## src/verilog/cmp_ctrl_params.svh

```systemverilog
// register offsets, field positions and reset values of the comparator control block
`ifndef CMP_CTRL_PARAMS_SVH
`define CMP_CTRL_PARAMS_SVH

`define ADDR_W 12
`define OFS_MASKED_IRQ_FLAGS 12'h000
`define OFS_RAW_IRQ_FLAGS 12'h004
`define OFS_IRQ_ENABLE_MASK 12'h008
`define OFS_REFERENCE_CONTROL 12'h010
`define OFS_STATE_0 12'h020
`define OFS_CONTROL_0 12'h024
`define OFS_STATE_1 12'h040
`define OFS_CONTROL_1 12'h044

// reference control fields
`define REF_EN_BIT 9
`define REF_RANGE_BIT 8
`define REF_TAP_MSB 3
`define REF_RESET 6'h00

// comparator control fields
`define CTL_PIN_EN_BIT 11
`define CTL_SRC_MSB 10
`define CTL_SRC_LSB 9
`define CTL_TRG_LVL_BIT 7
`define CTL_TRG_SENSE_MSB 6
`define CTL_TRG_SENSE_LSB 5
`define CTL_IRQ_LVL_BIT 4
`define CTL_IRQ_SENSE_MSB 3
`define CTL_IRQ_SENSE_LSB 2
`define CTL_INVERT_BIT 1
`define CTL_RESET 10'h000

// state register field
`define STATE_LEVEL_BIT 1

`endif

```

## src/verilog/cmp_ctrl_pkg.sv

```systemverilog
// types shared by the comparator control block
package cmp_ctrl_pkg;
    typedef enum logic [1:0] {
        SENSE_LEVEL,
        SENSE_FALL,
        SENSE_RISE,
        SENSE_BOTH
    } sense_t;

    typedef enum logic [1:0] {
        SRC_OWN_PIN,
        SRC_CMP0_PIN,
        SRC_INTERNAL_REF,
        SRC_RESERVED
    } source_t;

    typedef struct packed {
        logic pin_enable;
        source_t positive_source_select;
        logic trigger_level;
        sense_t trigger_sense;
        logic irq_level;
        sense_t irq_sense;
        logic invert;
    } comparator_control_t;

    typedef struct packed {
        logic enable;
        logic ladder_range;
        logic [3:0] tap;
    } reference_control_t;
endpackage : cmp_ctrl_pkg

```

## src/verilog/analog_comparator_control.sv

```systemverilog
// digital control around two analog comparators: bus registers, edge logic, routing
//
// Our own choices: the register offsets and the strobed register port.
`timescale 1ns/1ps
`default_nettype none
`include "cmp_ctrl_params.svh"

module analog_comparator_control
    import cmp_ctrl_pkg::*;
#(
    parameter int NUM_CMP = 2
) (
    input wire logic clk_sys_in,
    input wire logic reset_in,
    input wire logic [`ADDR_W-1:0] bus_addr_in,
    input wire logic [31:0] bus_wdata_in,
    input wire logic bus_write_in,
    input wire logic bus_read_in,
    output logic [31:0] bus_rdata_out,
    input wire logic [NUM_CMP-1:0] compare_raw_in,
    input wire logic [NUM_CMP-1:0] gpio_alt_select_in,
    input wire logic [NUM_CMP-1:0] gpio_data_in,
    output logic [NUM_CMP-1:0] pin_data_out,
    output logic [NUM_CMP-1:0] adc_trigger_out,
    output logic irq_out,
    output logic [2*NUM_CMP-1:0] positive_source_select_out,
    output logic ref_enable_out,
    output logic ref_ladder_range_out,
    output logic [3:0] ref_tap_out
);

    // edge/level event decode shared by interrupt and trigger paths
    function automatic logic sense_hit(input sense_t sense, input logic lvl,
                                       input logic now, input logic prev);
        case (sense)
            SENSE_LEVEL: sense_hit = (now == lvl);
            SENSE_FALL: sense_hit = prev & ~now;
            SENSE_RISE: sense_hit = ~prev & now;
            SENSE_BOTH: sense_hit = prev ^ now;
            default: sense_hit = 1'b0;
        endcase
    endfunction : sense_hit

    function automatic comparator_control_t unpack_ctl(input logic [31:0] d);
        unpack_ctl.pin_enable = d[`CTL_PIN_EN_BIT];
        unpack_ctl.positive_source_select = source_t'(d[`CTL_SRC_MSB:`CTL_SRC_LSB]);
        unpack_ctl.trigger_level = d[`CTL_TRG_LVL_BIT];
        unpack_ctl.trigger_sense = sense_t'(d[`CTL_TRG_SENSE_MSB:`CTL_TRG_SENSE_LSB]);
        unpack_ctl.irq_level = d[`CTL_IRQ_LVL_BIT];
        unpack_ctl.irq_sense = sense_t'(d[`CTL_IRQ_SENSE_MSB:`CTL_IRQ_SENSE_LSB]);
        unpack_ctl.invert = d[`CTL_INVERT_BIT];
    endfunction : unpack_ctl

    function automatic logic [31:0] pack_ctl(input comparator_control_t c);
        pack_ctl = 32'h0000_0000;
        pack_ctl[`CTL_PIN_EN_BIT] = c.pin_enable;
        pack_ctl[`CTL_SRC_MSB:`CTL_SRC_LSB] = c.positive_source_select;
        pack_ctl[`CTL_TRG_LVL_BIT] = c.trigger_level;
        pack_ctl[`CTL_TRG_SENSE_MSB:`CTL_TRG_SENSE_LSB] = c.trigger_sense;
        pack_ctl[`CTL_IRQ_LVL_BIT] = c.irq_level;
        pack_ctl[`CTL_IRQ_SENSE_MSB:`CTL_IRQ_SENSE_LSB] = c.irq_sense;
        pack_ctl[`CTL_INVERT_BIT] = c.invert;
    endfunction : pack_ctl

    // register file
    comparator_control_t ctl_r [NUM_CMP];
    reference_control_t ref_r;
    logic [NUM_CMP-1:0] irq_en_r;
    logic [NUM_CMP-1:0] raw_r;
    logic [NUM_CMP-1:0] raw_nxt;
    logic [31:0] rdata_nxt;

    // comparator result path
    logic [NUM_CMP-1:0] sync1_r;
    logic [NUM_CMP-1:0] sync2_r;
    logic [NUM_CMP-1:0] level_r;
    logic [NUM_CMP-1:0] prev_r;
    logic [NUM_CMP-1:0] level_nxt;
    logic [NUM_CMP-1:0] irq_hit;
    logic [NUM_CMP-1:0] trg_hit;
    logic [NUM_CMP-1:0] pin_nxt;
    logic [NUM_CMP-1:0] masked;
    logic [2*NUM_CMP-1:0] src_nxt;

    wire logic wr_masked = bus_write_in && (bus_addr_in == `OFS_MASKED_IRQ_FLAGS);
    wire logic wr_enable = bus_write_in && (bus_addr_in == `OFS_IRQ_ENABLE_MASK);
    wire logic wr_ref = bus_write_in && (bus_addr_in == `OFS_REFERENCE_CONTROL);
    wire logic [NUM_CMP-1:0] clear_req = wr_masked ? bus_wdata_in[NUM_CMP-1:0] : '0;
    wire logic [`ADDR_W-1:0] ofs_ctl [NUM_CMP] = '{`OFS_CONTROL_0, `OFS_CONTROL_1};
    wire logic [`ADDR_W-1:0] ofs_state [NUM_CMP] = '{`OFS_STATE_0, `OFS_STATE_1};

    assign masked = raw_r & irq_en_r;

    genvar g;
    generate
        for (g = 0; g < NUM_CMP; g++) begin : gen_cmp
            // core already reports one when negative sits below positive
            // inversion ahead of every consumer keeps them consistent
            assign level_nxt[g] = sync2_r[g] ^ ctl_r[g].invert;
            // separate sense settings per path
            assign irq_hit[g] = sense_hit(ctl_r[g].irq_sense, ctl_r[g].irq_level,
                                          level_r[g], prev_r[g]);
            assign trg_hit[g] = sense_hit(ctl_r[g].trigger_sense, ctl_r[g].trigger_level,
                                          level_r[g], prev_r[g]);
            // a new event beats a same-cycle clear
            assign raw_nxt[g] = irq_hit[g] | (raw_r[g] & ~clear_req[g]);
            // gpio data until the alternate function and pin drive are chosen
            assign pin_nxt[g] = (gpio_alt_select_in[g] && ctl_r[g].pin_enable) ?
                                level_r[g] : gpio_data_in[g];
            // analog mux select for the positive input
            assign src_nxt[2*g+1:2*g] = ctl_r[g].positive_source_select;

            always_ff @(posedge clk_sys_in or posedge reset_in) begin
                if (reset_in) begin
                    ctl_r[g] <= comparator_control_t'(`CTL_RESET);
                end else if (bus_write_in && bus_addr_in == ofs_ctl[g]) begin
                    ctl_r[g] <= unpack_ctl(bus_wdata_in);
                end
            end
        end
    endgenerate

    // read mux; unmapped offsets read zero
    always_comb begin
        rdata_nxt = 32'h0000_0000;
        if (bus_read_in) begin
            case (bus_addr_in)
                `OFS_MASKED_IRQ_FLAGS: rdata_nxt[NUM_CMP-1:0] = masked;
                `OFS_RAW_IRQ_FLAGS: rdata_nxt[NUM_CMP-1:0] = raw_r;
                `OFS_IRQ_ENABLE_MASK: rdata_nxt[NUM_CMP-1:0] = irq_en_r;
                `OFS_REFERENCE_CONTROL: begin
                    rdata_nxt[`REF_EN_BIT] = ref_r.enable;
                    rdata_nxt[`REF_RANGE_BIT] = ref_r.ladder_range;
                    rdata_nxt[`REF_TAP_MSB:0] = ref_r.tap;
                end
                default: begin
                    for (int i = 0; i < NUM_CMP; i++) begin
                        if (bus_addr_in == ofs_ctl[i]) begin
                            rdata_nxt = pack_ctl(ctl_r[i]);
                        end
                        if (bus_addr_in == ofs_state[i]) begin
                            rdata_nxt[`STATE_LEVEL_BIT] = level_r[i];
                        end
                    end
                end
            endcase
        end
    end

    // two flops before anything looks at the analog result
    always_ff @(posedge clk_sys_in or posedge reset_in) begin
        if (reset_in) begin
            sync1_r <= '0;
            sync2_r <= '0;
            level_r <= '0;
            prev_r <= '0;
        end else begin
            sync1_r <= compare_raw_in;
            sync2_r <= sync1_r;
            level_r <= level_nxt;
            prev_r <= level_r;
        end
    end

    always_ff @(posedge clk_sys_in or posedge reset_in) begin
        if (reset_in) begin
            raw_r <= '0;
            irq_en_r <= '0;
        end else begin
            raw_r <= raw_nxt;
            if (wr_enable) begin
                irq_en_r <= bus_wdata_in[NUM_CMP-1:0];
            end
        end
    end

    always_ff @(posedge clk_sys_in or posedge reset_in) begin
        if (reset_in) begin
            ref_r <= reference_control_t'(`REF_RESET);
        end else if (wr_ref) begin
            ref_r.enable <= bus_wdata_in[`REF_EN_BIT];
            ref_r.ladder_range <= bus_wdata_in[`REF_RANGE_BIT];
            ref_r.tap <= bus_wdata_in[`REF_TAP_MSB:0];
        end
    end

    // ladder drive; tap forced to ground while disabled
    // range picks the 31R (tap+8) or 23R (tap) ladder
    always_ff @(posedge clk_sys_in or posedge reset_in) begin
        if (reset_in) begin
            ref_enable_out <= 1'b0;
            ref_ladder_range_out <= 1'b0;
            ref_tap_out <= 4'h0;
        end else begin
            ref_enable_out <= ref_r.enable;
            ref_ladder_range_out <= ref_r.ladder_range;
            ref_tap_out <= ref_r.enable ? ref_r.tap : 4'h0;
        end
    end

    // outputs, each straight from a flop; costs one cycle of latency
    always_ff @(posedge clk_sys_in or posedge reset_in) begin
        if (reset_in) begin
            bus_rdata_out <= 32'h0000_0000;
            pin_data_out <= '0;
            adc_trigger_out <= '0;
            irq_out <= 1'b0;
            positive_source_select_out <= '0;
        end else begin
            bus_rdata_out <= rdata_nxt;
            pin_data_out <= pin_nxt;
            adc_trigger_out <= trg_hit;
            irq_out <= |(raw_nxt & irq_en_r);
            positive_source_select_out <= src_nxt;
        end
    end

endmodule : analog_comparator_control
`default_nettype wire

```

## config.mk

```make
export PLATFORM = sky130hd
export DESIGN_NAME = analog_comparator_control
export DESIGN_NICKNAME = d
export VERILOG_FILES = /design/src/verilog/cmp_ctrl_pkg.sv /design/src/verilog/analog_comparator_control.sv
export VERILOG_INCLUDE_DIRS = /design/src /design/src/verilog
export SDC_FILE = /design/constraint.sdc
export NUM_CORES = 1
export LEC_CHECK = 0
export ABC_CLOCK_PERIOD_IN_PS = 1900
export BUFFER_PORTS_ARGS = -buffer_cell sky130_fd_sc_hd__buf_2
export CAP_MARGIN = 15
export CORE_MARGIN = 5
export CORE_UTILIZATION = 45
export DETAILED_ROUTE_END_ITERATION = 8
export GPL_ROUTABILITY_DRIVEN = 0
export HOLD_SLACK_MARGIN = 0.06
export MAX_ROUTING_LAYER = met4
export PLACE_DENSITY = 0.77
export SLEW_MARGIN = 20
export SYNTH_ARGS = -nofsm -noshare
export SYNTH_HDL_FRONTEND = slang
export SYNTH_SLANG_ARGS = --single-unit
```

## constraint.sdc

```tcl
create_clock -name clk_sys_in -period 1.9 [get_ports clk_sys_in]
set_clock_uncertainty 0.1 [all_clocks]
set_input_delay 0.095 -clock clk_sys_in [delete_from_list [all_inputs] [get_ports clk_sys_in]]
set_output_delay 0.095 -clock clk_sys_in [all_outputs]
set_load 0.02 [all_outputs]
```

==> flow_summary.toml <==
[pwr]
combinationalPowerShare_pct = 8.5
p_int_mw = 2.267
power_leakage_nw = 1.896
switching_share_pct = 23.09
pwr_density_cell_nw_per_um2 = 784.9
switchingPower_uw = 680.4
seqPwrFrac_pct = 47.8
clkPwrFrac_pct = 43.7
vdd_drop_max_mv = 0.5395

[placed_design]
dp_hpwl_mm = 4.506
post_dp_cell_area_sq_um = 3297
numPortBuffers = 60

[detailed_routing]
vias = 2091
ant_nets = 0
firstDrtPassIters = 4
drtIter0Drc = 100
wl_per_cell_um = 15.44
drc = 0
routed_wl_mm = 6.425
viasPerCell = 5.026

[finish]
multiInputGateArea_sq_um = 1145
drive_gt1_share_pct = 38.05
final_area_sq_um = 3755
syn_to_final_growth_pct = 29.80
fillers = 524
num_antenna_cells = 0
seqCellArea_sq_um = 1627
fin_util_pct = 59.47
final_nets = 393

[logic_synthesis]
synth_cells = 233
synth.avg_cell_area_sq_um = 12.42
ys_warn_count = 0
synth_area_sq_um = 2893
synth_cell_types = 45
synth.yosys.seq_area_share_pct = 56.23
yosys-top-cells-area = "dfrtp_1, mux2_2, buf_4"
ys.flop_type = "dfrtp_1"
ys_async_sr_fraction_pct = 100.0
synth_edf_count = 0
yosysTopAreaCell = "dfrtp_1"
synth-seq-cells = 65
synth_top_area_share_pct = 56.23

[sta]
setup-tns-final_ps = 0
setup_viol = 0
finalHoldViolations = 0
max_slew_margin_pct = 67.14
rsz0062_at_grt = "no"
fin_crit_sh_pct = 91.15
layout_min_cycle_time_ps = 1732
hold_slack_ps = 98.72
worst_slew_pin_slew_ps = 488.4
report.final.slew_viol_count = 0
fmaxAchievable_mhz = 577.4

[status]
run_status = "finished clean"

[setup_path]
rr_worst_depth = 6
arrival_ps = 1860
path_class = "in -> reg"
crit_buf_inv = 2
start_kind = "input pin"
crit_slowest_cell = "dlygate4sd3_1"
cp_max_fo = 3
r2r_start = "level_r[0]"
r2r_slack_ps = 310
worst_setup_path_end_kind = "flop"
worstPathCellList = "buf_2 > dlygate4sd3_1 > nor2_1 > nand2_2 > or4_4 > mux2_4"
path_delay_family = "simple AND/OR/NAND/NOR gates"
cp.required_ps = 2030
r2r_end = "irq_out"
slowest_delay_ps = 550

[hold_path]
hold_path.class = "in -> reg"
min_path_cells = 4
min_to = "bus_rdata_out[1]"
hp-start = "bus_addr_in[11]"

[die]
chipHeight_um = 90.18
num_rows = 29
initial_core_util_pct = 45.82
die_w_um = 90.18
io_pins = 101
die_area_sq_um = 8132
core_area_sq_um = 6314

[clock_network]
cts_hold_buf = 24
htreeDepth = 3
cts_sinks = 65
cts_made_buffers = 9
clockBufferDepth = 2
path_clk_slew_ps = 70
post_cts_buffers = 0
cts_tree = "yes"
cts-resized-gates = 0
clk_latency_ps = 350
root_buffer = "clkbuf_8"

[global_route]
grt_max_degree = 36
grt.overflow.total = 0
antenna_found_initial = 0
grt_pass1_wl_mm = 10.65
grt_use_total_pct = 16.89
grt_pass1_vias = 2155

[run]
cap_violations = 0
-- synthesized netlist by cell type, types with 2 or more instances --
library cell   n
nor2_1        14
mux2_2        26
o2bb2ai_1      3
mux2_4         2
and2_1         7
o21ai_0        8
nor3_1         3
nand2_1        8
nor4b_1        3
nor4b_2        2
ha_1           4
nand4_1        3
a21oi_1        7
buf_4         21
a211oi_1       3
a22o_1         3
nand3_1        2
nand3b_1       2
clkbuf_1       3
nand3_2        2
inv_1          5
and3_2         2
a22oi_1        9
xor2_1         6
dfrtp_1       65
-- cell families after synthesis --
group / after synthesis / share of synthesized area (%)
AOI/OAI and AO/OA: 39 / 8.997
xor gates and xnor gates: 6 / 1.817
adders and majority gates: 5 / 2.076
buffers and inverters: 30 / 6.661
DFF: 65 / 56.23
muxes: 28 / 11.16
other: 1 / 0.1296
and+or+nand+nor: 59 / 12.93
-- worst max path at each step --
stage	start	to	slack, ps	cells after the start
6_report	bus_addr_in[10]	irq_en_r[1]	170	6
5_1_grt	bus_addr_in[10]	bus_rdata_out[0]	90	6
4_1_cts	bus_addr_in[10]	irq_en_r[1]	180	6
3_5_place_dp	bus_addr_in[1]	irq_en_r[1]	100	5
3_3_place_gp	bus_addr_in[1]	irq_en_r[0]	110	5
2_1_floorplan	reset_in	adc_trigger_out[0]	80	1
-- layout make-up --
cell class / count / area share [%]
multi-input combinational: 157 / 30.49
sequential: 65 / 43.32
inverter: 5 / 0.4998
tap: 77 / 2.566
clock buffer: 10 / 3.665
clock inverter: 5 / 2.133
timing repair buffer: 97 / 17.33
-- metrics by stage --
step	setup WS, ps	cells	power (mW)
2_1_floorplan	78.55	252	1.582
4_1_cts	182.0	416	2.965
3_3_place_gp	112.7	377	1.640
5_1_grt	91.95	416	3.059
3_5_place_dp	96.52	377	1.646
6_report	168.2	416	2.947
-- worst min-delay path, cell delays in order --
cell and delay [ps]:
buf_2 110, nor2_1 70, nand4_1 130, o32ai_1 100
-- cell usage in the layout (no fill, tap or decap), types with 2 or more instances in the layout --
cell	instances
dfrtp_1	65
buf_2	60
mux2_2	26
dlygate4sd3_1	24
conb_1	20
nor2_1	14
buf_4	12
clkbuf_8	10
a22oi_1	9
nand2_1	8
o21ai_0	8
a21oi_1	7
and2_1	7
xor2_1	6
inv_1	4
ha_1	4
nor3_1	3
nor4b_1	3
nand4_1	3
a22o_1	3
o2bb2ai_1	3
a211oi_1	3
nand3_1	2
mux2_4	2
nor4b_2	2
nand3_2	2
and3_2	2
nand3b_1	2
clkinvlp_4	2
bufinv_16	2
-- flip-flops by register name (all words and copies together), names as in the netlist, 4 cells and up --
| register | flops |
|---|---|
| ctl_r | 20 |
| bus_rdata_out | 12 |
| ref_r | 6 |
| positive_source_select_out | 4 |
| ref_tap_out | 4 |
-- power groups by stage --
stage | registers, mW | clock network, mW | logic, mW
3_5_place_dp | 1.43 | 0 | 0.211
6_report | 1.41 | 1.29 | 0.251
5_1_grt | 1.41 | 1.37 | 0.276
4_1_cts | 1.41 | 1.31 | 0.249
3_3_place_gp | 1.43 | 0 | 0.207
2_1_floorplan | 1.44 | 0 | 0.141
-- routing by layer --
metal | vias up | part of all wire [%] | track usage (%)
li1 | 995 | - | -
met5 | - | 0 | -
met4 | 0 | 2.7 | 8.561
met3 | 18 | 4.9 | 4.424
met1 | 1022 | 41 | 19.46
met2 | 56 | 51 | 27.20
(Power assumes the default switching activity.)
